## src/logic/dccd_pkg.sv

```systemverilog
`default_nettype none
package dccd_pkg;
	localparam int DCCD_DECADES = 6;
	localparam int DCCD_DIGIT_W = 4;
	localparam int DCCD_COUNT_W = 24;
	localparam int DCCD_LATCH_W = 25;
	localparam int DCCD_LATCH_OVF_BIT = 24;
	localparam int DCCD_DOT_W = 10;
	localparam int DCCD_SEL_W = 3;
	localparam int DCCD_PIN_W = 11;
	localparam int DCCD_ADDR_W = 4;
	localparam int DCCD_DATA_W = 32;
	localparam int DCCD_ST_W = 3;

	// digit select codes
	localparam logic [2:0] DCCD_SEL_LSD = 3'h6;
	localparam logic [2:0] DCCD_SEL_MSD = 3'h5;
	localparam logic [2:0] DCCD_SEL_EXT = 3'h7;
	localparam logic [2:0] DCCD_IDX_LSD = 3'h0;

	// decade values
	localparam logic [3:0] DCCD_BCD_MAX = 4'h9;
	localparam logic [3:0] DCCD_BCD_ZERO = 4'h0;
	localparam logic [3:0] DCCD_BCD_ONE = 4'h1;
	localparam logic [3:0] DCCD_BUS_RELEASE = 4'hF;
	localparam logic [2:0] DCCD_NEAR_DECADE = 3'h4;
	localparam logic [3:0] DCCD_NEAR_DIGIT = 4'h9;

	// decoder input codes
	localparam logic [3:0] DCCD_CODE_MINUS = 4'hC;

	// register offsets (byte addresses)
	localparam logic [3:0] DCCD_REG_STATUS = 4'h0;
	localparam logic [3:0] DCCD_REG_MASK = 4'h4;
	localparam logic [3:0] DCCD_REG_LATCH = 4'h8;
	localparam logic [3:0] DCCD_REG_CTRL = 4'hC;

	// field positions
	localparam int DCCD_ST_OVF = 0;
	localparam int DCCD_ST_NEAR = 1;
	localparam int DCCD_ST_XFER = 2;
	localparam int DCCD_CTRL_CLR = 0;

	// values after reset
	localparam logic [23:0] DCCD_COUNT_RST = 24'h000000;
	localparam logic [24:0] DCCD_LATCH_RST = 25'h0000000;
	localparam logic [2:0] DCCD_STATUS_RST = 3'h0;
	localparam logic [2:0] DCCD_MASK_RST = 3'h0;
	localparam logic [3:0] DCCD_BCD_OUT_RST = 4'h0;
	localparam logic [9:0] DCCD_DOTS_RST = 10'h000;
	// transfer pin idles high; a low reset value would fake a transfer edge
	localparam logic [10:0] DCCD_PIN_RST = 11'h002;
	localparam logic [31:0] DCCD_RDATA_RST = 32'h00000000;
endpackage
`default_nettype wire

```

## src/logic/dccd_char_rom.sv

```systemverilog
`timescale 1ns/1ps
`default_nettype none
module dccd_char_rom
	import dccd_pkg::*;
(
	input wire logic ref_clk,
	input wire logic rstn,
	input wire logic [3:0] code,
	input wire logic right_half,
	output logic [9:0] dots
);
	// bit n drives dot line n+1
	localparam logic [9:0] DOTS_ZERO = 10'h1DE;
	localparam logic [9:0] DOTS_EIGHT = 10'h1EE;
	localparam logic [9:0] DOTS_MINUS = 10'h030;
	localparam logic [9:0] DOTS_BLANK = 10'h000;

	logic [9:0] dots_ff;
	logic [9:0] nxt_dots;

	always_comb
	begin
		nxt_dots = DOTS_BLANK;
		case ({code, right_half})
			5'h00, 5'h01: nxt_dots = DOTS_ZERO;
			5'h02: nxt_dots = 10'h000;
			5'h03: nxt_dots = 10'h2DD;
			5'h04: nxt_dots = 10'h3E3;
			5'h05: nxt_dots = 10'h32E;
			5'h06: nxt_dots = 10'h323;
			5'h07: nxt_dots = 10'h2EE;
			5'h08: nxt_dots = 10'h03D;
			5'h09: nxt_dots = 10'h2FC;
			5'h0A: nxt_dots = 10'h33F;
			5'h0B: nxt_dots = 10'h1E3;
			5'h0C: nxt_dots = 10'h1FE;
			5'h0D: nxt_dots = 10'h1E2;
			5'h0E: nxt_dots = 10'h003;
			5'h0F: nxt_dots = 10'h2DF;
			5'h10, 5'h11: nxt_dots = DOTS_EIGHT;
			5'h12: nxt_dots = 10'h12E;
			5'h13: nxt_dots = 10'h1FE;
			{DCCD_CODE_MINUS, 1'b0}, {DCCD_CODE_MINUS, 1'b1}: nxt_dots = DOTS_MINUS;
			default: nxt_dots = DOTS_BLANK;
		endcase
	end

	always_ff @(posedge ref_clk or negedge rstn)
	begin
		if (!rstn)
			dots_ff <= DCCD_DOTS_RST;
		else
			dots_ff <= nxt_dots;
	end

	assign dots = dots_ff;
endmodule
`default_nettype wire

```

## src/logic/dccd_top.sv

```systemverilog
// Behaviour
// - six decades, overflow, 25-bit latch, digit mux
// - decades count zero through 999999
// - count on rising input edge only
// - latch follows while transfer low, holds high
// - high reset clears all decades
// - overflow set; output rises after transfer
// - one decade at a time, 4-bit positive BCD
// - select 6 gives LSD, 5 gives MSD
// - select 7 drives all data lines high
// - near-full flag low after 90,000 counts
// - decoder turns code and half into dots
// - BCD weights; 0/8 symmetric, minus, blank
// - half bit high while right half driven
`timescale 1ns/1ps
`default_nettype none
module dccd_top
	import dccd_pkg::*;
(
	input wire logic ref_clk,
	input wire logic rstn,
	input wire logic count_in,
	input wire logic transfer_n,
	input wire logic reset_in,
	input wire logic [2:0] digit_sel,
	input wire logic [3:0] char_code,
	input wire logic char_right,
	input wire logic [3:0] reg_addr,
	input wire logic [31:0] reg_wdata,
	input wire logic reg_wr,
	input wire logic reg_rd,
	output logic [31:0] reg_rdata,
	output logic [3:0] bcd_out,
	output logic overflow_out,
	output logic near_full_n,
	output logic [9:0] dots,
	output logic irq
);
	function automatic logic [3:0] dccd_digit(input logic [23:0] v, input logic [2:0] idx);
		dccd_digit = v[4 * int'(idx) +: 4];
	endfunction

	// select code to decade index; 0 and 6 both address the lowest
	function automatic logic [2:0] dccd_sel_idx(input logic [2:0] sel);
		if (sel == DCCD_SEL_LSD)
			dccd_sel_idx = DCCD_IDX_LSD;
		else
			dccd_sel_idx = sel;
	endfunction

	// ripple BCD increment; bit 24 is the carry out of the top decade
	function automatic logic [24:0] dccd_bcd_inc(input logic [23:0] v);
		logic [24:0] r;
		logic c;
		logic [3:0] d;
		r = DCCD_LATCH_RST;
		c = 1'b1;
		for (int i = 0; i < DCCD_DECADES; i++)
		begin
			d = v[4 * i +: 4];
			if (c && d == DCCD_BCD_MAX)
				r[4 * i +: 4] = DCCD_BCD_ZERO;
			else if (c)
			begin
				r[4 * i +: 4] = d + DCCD_BCD_ONE;
				c = 1'b0;
			end
			else
				r[4 * i +: 4] = d;
		end
		r[DCCD_LATCH_OVF_BIT] = c;
		dccd_bcd_inc = r;
	endfunction

	// pin synchronisers
	logic [10:0] pin_s1_ff;
	logic [10:0] pin_s2_ff;
	logic [10:0] nxt_pin_s1;
	logic [10:0] nxt_pin_s2;
	logic cnt_prev_ff;
	logic xfer_prev_ff;
	logic nxt_cnt_prev;
	logic nxt_xfer_prev;
	logic cnt_s;
	logic xfer_n_s;
	logic rst_s;
	logic [2:0] sel_s;
	logic [3:0] code_s;
	logic right_s;
	logic cnt_rise;
	logic xfer_fall;

	always_comb
	begin
		nxt_pin_s1 = {char_right, char_code, digit_sel, reset_in, transfer_n, count_in};
		nxt_pin_s2 = pin_s1_ff;
		nxt_cnt_prev = cnt_s;
		nxt_xfer_prev = xfer_n_s;
	end

	always_ff @(posedge ref_clk or negedge rstn)
	begin
		if (!rstn)
		begin
			pin_s1_ff <= DCCD_PIN_RST;
			pin_s2_ff <= DCCD_PIN_RST;
			cnt_prev_ff <= 1'b0;
			xfer_prev_ff <= 1'b1;
		end
		else
		begin
			pin_s1_ff <= nxt_pin_s1;
			pin_s2_ff <= nxt_pin_s2;
			cnt_prev_ff <= nxt_cnt_prev;
			xfer_prev_ff <= nxt_xfer_prev;
		end
	end

	assign cnt_s = pin_s2_ff[0];
	assign xfer_n_s = pin_s2_ff[1];
	assign rst_s = pin_s2_ff[2];
	assign sel_s = pin_s2_ff[5:3];
	assign code_s = pin_s2_ff[9:6];
	assign right_s = pin_s2_ff[10];
	assign cnt_rise = cnt_s & ~cnt_prev_ff;
	assign xfer_fall = ~xfer_n_s & xfer_prev_ff;

	// register port decode
	logic [2:0] status_ff;
	logic [2:0] mask_ff;
	logic [31:0] rdata_ff;
	logic irq_ff;
	logic [2:0] nxt_status;
	logic [2:0] nxt_mask;
	logic [31:0] nxt_rdata;
	logic nxt_irq;
	logic sw_clr;
	logic [2:0] events;

	assign sw_clr = reg_wr && reg_addr == DCCD_REG_CTRL && reg_wdata[DCCD_CTRL_CLR];

	// counting core
	logic [23:0] count_ff;
	logic ovf_ff;
	logic near_ff;
	logic [23:0] nxt_count;
	logic nxt_ovf;
	logic nxt_near;
	logic ovf_evt;
	logic near_evt;
	logic [24:0] inc;

	always_comb
	begin
		nxt_count = count_ff;
		nxt_ovf = ovf_ff;
		nxt_near = near_ff;
		ovf_evt = 1'b0;
		near_evt = 1'b0;
		inc = dccd_bcd_inc(count_ff);
		if (rst_s || sw_clr)
		begin
			nxt_count = DCCD_COUNT_RST;
			nxt_ovf = 1'b0;
			nxt_near = 1'b0;
		end
		else if (cnt_rise)
		begin
			nxt_count = inc[23:0];
			if (inc[DCCD_LATCH_OVF_BIT] && !ovf_ff)
			begin
				nxt_ovf = 1'b1;
				ovf_evt = 1'b1;
			end
			if (dccd_digit(inc[23:0], DCCD_NEAR_DECADE) == DCCD_NEAR_DIGIT && !near_ff)
			begin
				nxt_near = 1'b1;
				near_evt = 1'b1;
			end
		end
	end

	always_ff @(posedge ref_clk or negedge rstn)
	begin
		if (!rstn)
		begin
			count_ff <= DCCD_COUNT_RST;
			ovf_ff <= 1'b0;
			near_ff <= 1'b0;
		end
		else
		begin
			count_ff <= nxt_count;
			ovf_ff <= nxt_ovf;
			near_ff <= nxt_near;
		end
	end

	// transfer latch and digit output
	logic [24:0] latch_ff;
	logic [3:0] bcd_ff;
	logic ovf_out_ff;
	logic near_n_ff;
	logic [24:0] nxt_latch;
	logic [3:0] nxt_bcd;
	logic nxt_ovf_out;
	logic nxt_near_n;

	always_comb
	begin
		nxt_latch = latch_ff;
		if (!xfer_n_s)
			nxt_latch = {ovf_ff, count_ff};
		if (sel_s == DCCD_SEL_EXT)
			nxt_bcd = DCCD_BUS_RELEASE;
		else
			nxt_bcd = dccd_digit(latch_ff[23:0], dccd_sel_idx(sel_s));
		nxt_ovf_out = latch_ff[DCCD_LATCH_OVF_BIT];
		nxt_near_n = ~near_ff;
	end

	always_ff @(posedge ref_clk or negedge rstn)
	begin
		if (!rstn)
		begin
			latch_ff <= DCCD_LATCH_RST;
			bcd_ff <= DCCD_BCD_OUT_RST;
			ovf_out_ff <= 1'b0;
			near_n_ff <= 1'b1;
		end
		else
		begin
			latch_ff <= nxt_latch;
			bcd_ff <= nxt_bcd;
			ovf_out_ff <= nxt_ovf_out;
			near_n_ff <= nxt_near_n;
		end
	end

	// status, mask, interrupt, read data
	assign events = {xfer_fall, near_evt, ovf_evt};

	always_comb
	begin
		nxt_status = status_ff;
		nxt_mask = mask_ff;
		nxt_rdata = DCCD_RDATA_RST;
		if (reg_rd)
		begin
			case (reg_addr)
				DCCD_REG_STATUS:
				begin
					nxt_rdata = 32'(status_ff);
					nxt_status = DCCD_STATUS_RST;
				end
				DCCD_REG_MASK: nxt_rdata = 32'(mask_ff);
				DCCD_REG_LATCH: nxt_rdata = 32'(latch_ff);
				default: nxt_rdata = DCCD_RDATA_RST;
			endcase
		end
		if (reg_wr && reg_addr == DCCD_REG_MASK)
			nxt_mask = reg_wdata[2:0];
		// a new event wins over the read clear
		nxt_status = nxt_status | events;
		nxt_irq = |(nxt_status & nxt_mask);
	end

	always_ff @(posedge ref_clk or negedge rstn)
	begin
		if (!rstn)
		begin
			status_ff <= DCCD_STATUS_RST;
			mask_ff <= DCCD_MASK_RST;
			rdata_ff <= DCCD_RDATA_RST;
			irq_ff <= 1'b0;
		end
		else
		begin
			status_ff <= nxt_status;
			mask_ff <= nxt_mask;
			rdata_ff <= nxt_rdata;
			irq_ff <= nxt_irq;
		end
	end

	// dot pattern for the half digit on the shared data lines
	dccd_char_rom u_rom
	(
		.ref_clk(ref_clk),
		.rstn(rstn),
		.code(code_s),
		.right_half(right_s),
		.dots(dots)
	);

	assign reg_rdata = rdata_ff;
	assign bcd_out = bcd_ff;
	assign overflow_out = ovf_out_ff;
	assign near_full_n = near_n_ff;
	assign irq = irq_ff;
endmodule
`default_nettype wire

```

## config.mk

```make
export PLATFORM = sky130hd
export DESIGN_NAME = dccd_top
export DESIGN_NICKNAME = d
export VERILOG_FILES = /design/src/logic/dccd_pkg.sv /design/src/logic/dccd_char_rom.sv /design/src/logic/dccd_top.sv
export SDC_FILE = /design/constraint.sdc
export NUM_CORES = 1
export LEC_CHECK = 0
export BUFFER_PORTS_ARGS = -buffer_cell sky130_fd_sc_hd__buf_2
export CAP_MARGIN = 20
export CORE_MARGIN = 5
export CORE_UTILIZATION = 50
export DETAILED_ROUTE_END_ITERATION = 16
export HOLD_SLACK_MARGIN = 0.03
export PLACE_DENSITY = 0.82
export SETUP_SLACK_MARGIN = 0.3
export SYNTH_ARGS = -nofsm -noshare
export SYNTH_HDL_FRONTEND = slang
export SYNTH_SLANG_ARGS = --single-unit
```

## constraint.sdc

```tcl
create_clock -name ref_clk -period 2 [get_ports ref_clk]
set_clock_uncertainty 0.1 [all_clocks]
set_input_delay 0.4 -clock ref_clk [delete_from_list [all_inputs] [get_ports ref_clk]]
set_output_delay 0.4 -clock ref_clk [all_outputs]
set_load 0.1 [all_outputs]
```

## After elaboration in Yosys (flattened, before gate mapping)

Memories as Yosys holds them, arrays and structs flattened. A register that Yosys moved wholly into a read port is not among the register bits.
Index checks and enable logic that the tools add are counted.

- Register bits: 120
- Output and inout port bits: 49
- Word-level logic and storage cells: 114
- Memories kept: 1
- ROM bits: 320
- Bits of input ports: 51

- Reduce and logical (&&, ||, !) cells: 29
- Bitwise gates (word level): 7
- Eq/ne operators: 12
- $add $sub $neg: 6
- Shift-type cells: 1
- Mux-type cells: 39

Memory list:

| name | depth | bits a word | rd ports | clocked after memory_dff | wr ports | line | text |
|---|---|---|---|---|---|---|---|
| (name not given) | 32 | 10 | 1 | 1 | 0 | dccd_char_rom.sv:24 | `case ({code, right_half})` |

Operator list:

| operator | number |
|---|---|
| case mux 25 bit (3 select lines) | 1 |
| 2-to-1 mux 24 bit | 2 |
| 2-to-1 mux 4 bit | 12 |
| == test 4 bit, second input constant | 9 |
| 2-to-1 mux 32 bit | 1 |
| adder 4 x 1 -> 4 bit, second input constant | 6 |
| indexed part select 24 x 6 -> 4 bit | 1 |
| 2-to-1 mux 1 bit | 18 |
| 2-to-1 mux 3 bit | 5 |
| AND reduction 2 bit | 6 |
| nonzero test 3 bit | 4 |
| logical AND 1 bit | 10 |
| == test 3 bit, second input constant | 2 |
| nonzero test 2 bit | 3 |
| == test 4 x 3 -> 1 bit, second input constant | 1 |
| logical NOT 4 bit | 1 |
| bitwise AND 3 bit | 1 |
| logical NOT 1 bit | 3 |
| NOT 1 bit | 3 |
| bitwise OR 3 bit | 1 |
| OR reduction 3 bit | 1 |
| bitwise AND 1 bit | 2 |
| logical OR 1 bit | 1 |

## Depth between registers and ports, before layout

- Depth after elaboration: 19
- Gate-level depth with buffers: 8
- Gate-level depth less buffers: 7

## Cells and area by module

Synthesis repeated with hierarchy kept, for this count alone.

- Cell total of the unflattened synthesis: 466
- Area total of the unflattened synthesis: 5353.9 um^2

By module, submodules not included:

| module | instances | area each (um^2) | cells each | seq. area each (um^2) |
|---|---|---|---|---|
| dccd_top | 1 | 4792.1 | 407 | 2832.7 |
| dccd_char_rom | 1 | 561.8 | 59 | 200.2 |

## Worst setup path after synthesis

No wires, ideal clock.

- Path kind: input to register
- Start point: in reg_addr[2]
- End point: reg irq_ff (netlist: irq)
- Stages: 6
- Required time: 1.766 ns
- Path buffers: 1
- Data arrival time: 1.778 ns
- Setup slack: -0.012 ns
- Cells stage by stage: buf_2 > and4bb_4 > nor2b_1 > mux2_2 > a222oi_1 > o21ai_1

- Elaborated cells on any way between the ends: 15
- Those cells by class: eq/ne: 2; mux: 5; bitwise: 2; reduce/logical: 6

RTL lines:

| item | line | text |
|---|---|---|
| start, declared | dccd_top.sv:28 | `input wire logic [3:0] reg_addr,` |
| == test 4 x 3 -> 1 bit | dccd_top.sv:261 | `if (reg_wr && reg_addr == DCCD_REG_MASK)` |
| logical AND 1 bit | dccd_top.sv:261 |  |
| 2-to-1 mux 3 bit | dccd_top.sv:261 |  |
| via nxt_mask[1] | dccd_top.sv:134 | `logic [2:0] nxt_mask;` |
| bitwise AND 3 bit | dccd_top.sv:265 | `nxt_irq = \|(nxt_status & nxt_mask);` |
| OR reduction 3 bit | dccd_top.sv:265 |  |
| via nxt_irq | dccd_top.sv:136 | `logic nxt_irq;` |
| end signal, assigned | dccd_top.sv:282 | `irq_ff <= nxt_irq;` |
| end, declared | dccd_top.sv:132 | `logic irq_ff;` |

The timed path passes the listed nets, and every way through them passes these cells.
A chain may end at the register's enable or synchronous reset.

## Worst setup path in the final report

- Start point: reg count_ff[17]
- End point: reg irq_ff (netlist: irq)

- Cells in the longest elaborated chain, start to end: 12
- Elaborated cells on any way between the ends: 20
- Those cells by class: add/sub: 1; eq/ne: 2; mux: 10; bitwise: 2; reduce/logical: 5

Ends and longest elaborated chain:

| item | line | text |
|---|---|---|
| start, declared | dccd_top.sv:143 | `logic [23:0] count_ff;` |
| start signal, assigned | dccd_top.sv:193 | `count_ff <= nxt_count;` |
| parallel branches: the longest is 9 deep, another holds adder 4 x 1 -> 4 bit | n/a |  |
| bitwise OR 3 bit (*) | dccd_top.sv:264 | `nxt_status = nxt_status \| events;` |
| bitwise AND 3 bit (*) | dccd_top.sv:265 |  |
| OR reduction 3 bit (*) | dccd_top.sv:265 |  |
| via nxt_irq | dccd_top.sv:136 |  |

Mark *: on every way through the listed nets, which the timed path passes.

==> qor.yml <==
drt_iter0_drc: 391
routed_via_density: 5.86
maxSlewHeadroom_pct: 66.0
cts_tree: "done"
synth_area_per_cell_um2: 11.7
ff2ff_setup_slack_ns: -0.14
yosysUniqueCellTypes: 55
wl_per_cell_um: 20.4
critPathMaxStageDelay_ns: 0.40
end_kind: "register"
clockPowerShare_pct: 47.5
synth.cell_area_um2: 5320
synthArstFlopShare_pct: 100
dp_hpwl_mm: 8.30
die_w_um: 113
ir_worst_vdd_mv: 0.591
ios: 100
fmax_mhz: 467
final_cell_area_um2: 7360
ys_warn_count: 0
outcome: "complete, but fails checks"
postPlaceCellArea_um2: 6030
grt_max_degree: 37
violations: "setup timing"
finalPower_mw: 6.34
rows: 37
finalSetupViolations: 9
final.setup.worst_slack_ns: -0.143
core-area_um2: 10400
postRouteAntennaNets: 0
place_congestion: 0.877
clk_latency_ns: 0.54
p_seq_share_pct: 41.0
dp.cells: 666
initial_core_util_pct: 51.3
final_core_util_pct: 71.0
drcViolationCount: 0
cts_buffers: 17
port_buffers: 63
finalNonFillerCells: 732
max-cap-violations: 0
root_buffer: "clkbuf_8"
critPathBufInv: 1
wl_mm: 14.9
grt_use_total_pct: 21.8
power.switching_fraction_pct: 26.0
p_switching_mw: 1.65
crit_family: "compound AO/OA/AOI/OAI gates"
arrival_ns: 2.50
drive_gt1_share_pct: 41.0
final_cell_mix: "107 x dfrtp_1, 74 x buf_4, 32 x nor2_1, 27 x a21oi_1, 26 x mux2_2"
pwr_density_cell_nw_per_um2: 862
ys_ff_latch: 121
area_growth_pct: 38.4
critPathKind: "register to register"
h-tree-depth: 4
dr.pass1.iters: 5
crit_chain: "inv_1 -> ha_2 -> and3b_2 -> o21a_1 -> a2111oi_4 -> nand4_1 -> o21ai_1"
tns_ns: -0.847
final_hold_viol_count: 0
required_ns: 2.35
chipHeight_um: 113
final_common_cell: "dfrtp_1"
slew_violations: 0
grt-ovfl-total: 0
cts.sinks: 121
grt_pass1_wl_mm: 21.5
cpMaxStageDelayCell: "dfrtp_1"
die-area_um2: 12800
hold_slack_ns: 0.118
path_max_fanout: 3
seq_area_frac_synth_pct: 57.0
grt_pass1_vias: 4270
tightest_slew_ns: 0.505
rsz0062_at_grt: "yes"
p_leak_nw: 3.53
vias: 4290
hp-class: "input pin to register"
syn_inst: 456
place_ws_ns: -0.0582
cp-start-kind: "register"
clk_pin_slew_ns: 0.06
post-route-period-util_pct: 107
internal-power_mw: 4.70
clock_path_buffers: 2
fin_crit_ns: 2.14
nets: 653
nFillCells: 629
antenna_found_initial: 0
ys.flop_type: "dfrtp_1"
p_comb_share_pct: 11.5
synth_edf_count: 0
registers in the layout, indices dropped and copies added (netlist names):
signal	flops
near_full_n	1
reg_rdata	25
nxt_pin_s2	11
ovf_ff	1
u_rom.dots	8
count_ff	24
mask_ff	3
near_ff	1
status_ff	3
pin_s2_ff	11
bcd_out	4
xfer_prev_ff	1
irq	1
latch_ff	25
overflow_out	1
cnt_prev_ff	1
power by group through the flow:
stage	clock network [mW]	logic [mW]	registers (mW)
after floorplan	0	0.286	2.82
after global placement	0	0.631	2.63
after detailed placement	0	0.648	2.63
after CTS	3.00	0.697	2.60
after global routing	3.15	0.768	2.61
final	3.01	0.730	2.60
final timing paths:
path                               start           end  cells after the start
hold / removal              reg_wdata[0]    mask_ff[0]                      2
hold reg to reg            nxt_pin_s2[7]  pin_s2_ff[7]                      0
min in group asynchronous           rstn   count_ff[8]                      2
setup / recovery            count_ff[17]           irq                      7
setup reg to reg            count_ff[17]           irq                      7
max in group asynchronous           rstn  pin_s2_ff[6]                      3
repair_timing:
item / CTS / global route
setup endpoints to repair: 62 / 38
pin swaps: 5 / 24
gates cloned: 0 / 0
endpoints found under the hold margin: 38 / 0
setup buffers: 13 / 7
resized for setup: 61 / 67
hold buffers: 13 / 0
per-layer routing:
layer	global-route usage, %	up-vias	part of all wire, %
met4	11.6	0	4.9
met3	7.01	83	9.1
met2	37.3	291	52
met1	24.1	2073	34
li1	-	1843	-
met5	0	-	0
cells in the mapped netlist, drive strengths merged (2+ instances only):
master | count | area, µm²
buf | 15 | 92.6
o21a | 2 | 15.0
and3 | 2 | 17.5
o21ai | 17 | 85.1
or3 | 4 | 25.0
xor2 | 4 | 35.0
nor2b | 6 | 37.5
a31o | 2 | 17.5
ha | 20 | 250
a21oi | 35 | 175
o22ai | 10 | 62.6
dfstp | 4 | 105
and3b | 5 | 43.8
and2 | 23 | 144
nand3b | 7 | 77.6
a31oi | 5 | 31.3
nand2b | 3 | 18.8
nor2 | 35 | 131
nand4b | 2 | 17.5
mux2 | 28 | 315
dfrtp | 117 | 2930
nand2 | 21 | 78.8
inv | 17 | 63.8
nand4 | 6 | 43.8
nor3 | 14 | 80.1
nand3 | 4 | 20.0
clkbuf | 12 | 45.0
mux2i | 12 | 120
a311oi | 2 | 23.8
a211oi | 3 | 22.5
nor4 | 2 | 27.5
o31ai | 3 | 22.5
final cells by class:
cell class | instances | area [µm²] | area share [%]
antenna | 1 | 2.50 | 0.0340
clock buffer | 23 | 457 | 6.21
clock inverter | 9 | 123 | 1.67
inverter | 17 | 63.8 | 0.867
multi-input combinational | 297 | 2430 | 33.0
sequential | 121 | 3050 | 41.4
tap | 136 | 170 | 2.31
timing repair buffer | 128 | 1070 | 14.5
logic make-up (layout without fill, tap and decap cells):
family          count (synthesis)  in the layout  synth area share (%)
compound gates                 86             86                  9.98
xor+xnor                        4              4                 0.659
fa+ha+maj                      20             20                  4.71
buf+inv                        44            177                  3.79
flops                         121            121                  57.0
mux                            40             40                  8.19
other cells                     1              8                0.0705
simple gates                  140            140                  15.6
Note: power is estimated with default switching activity, not from simulation.
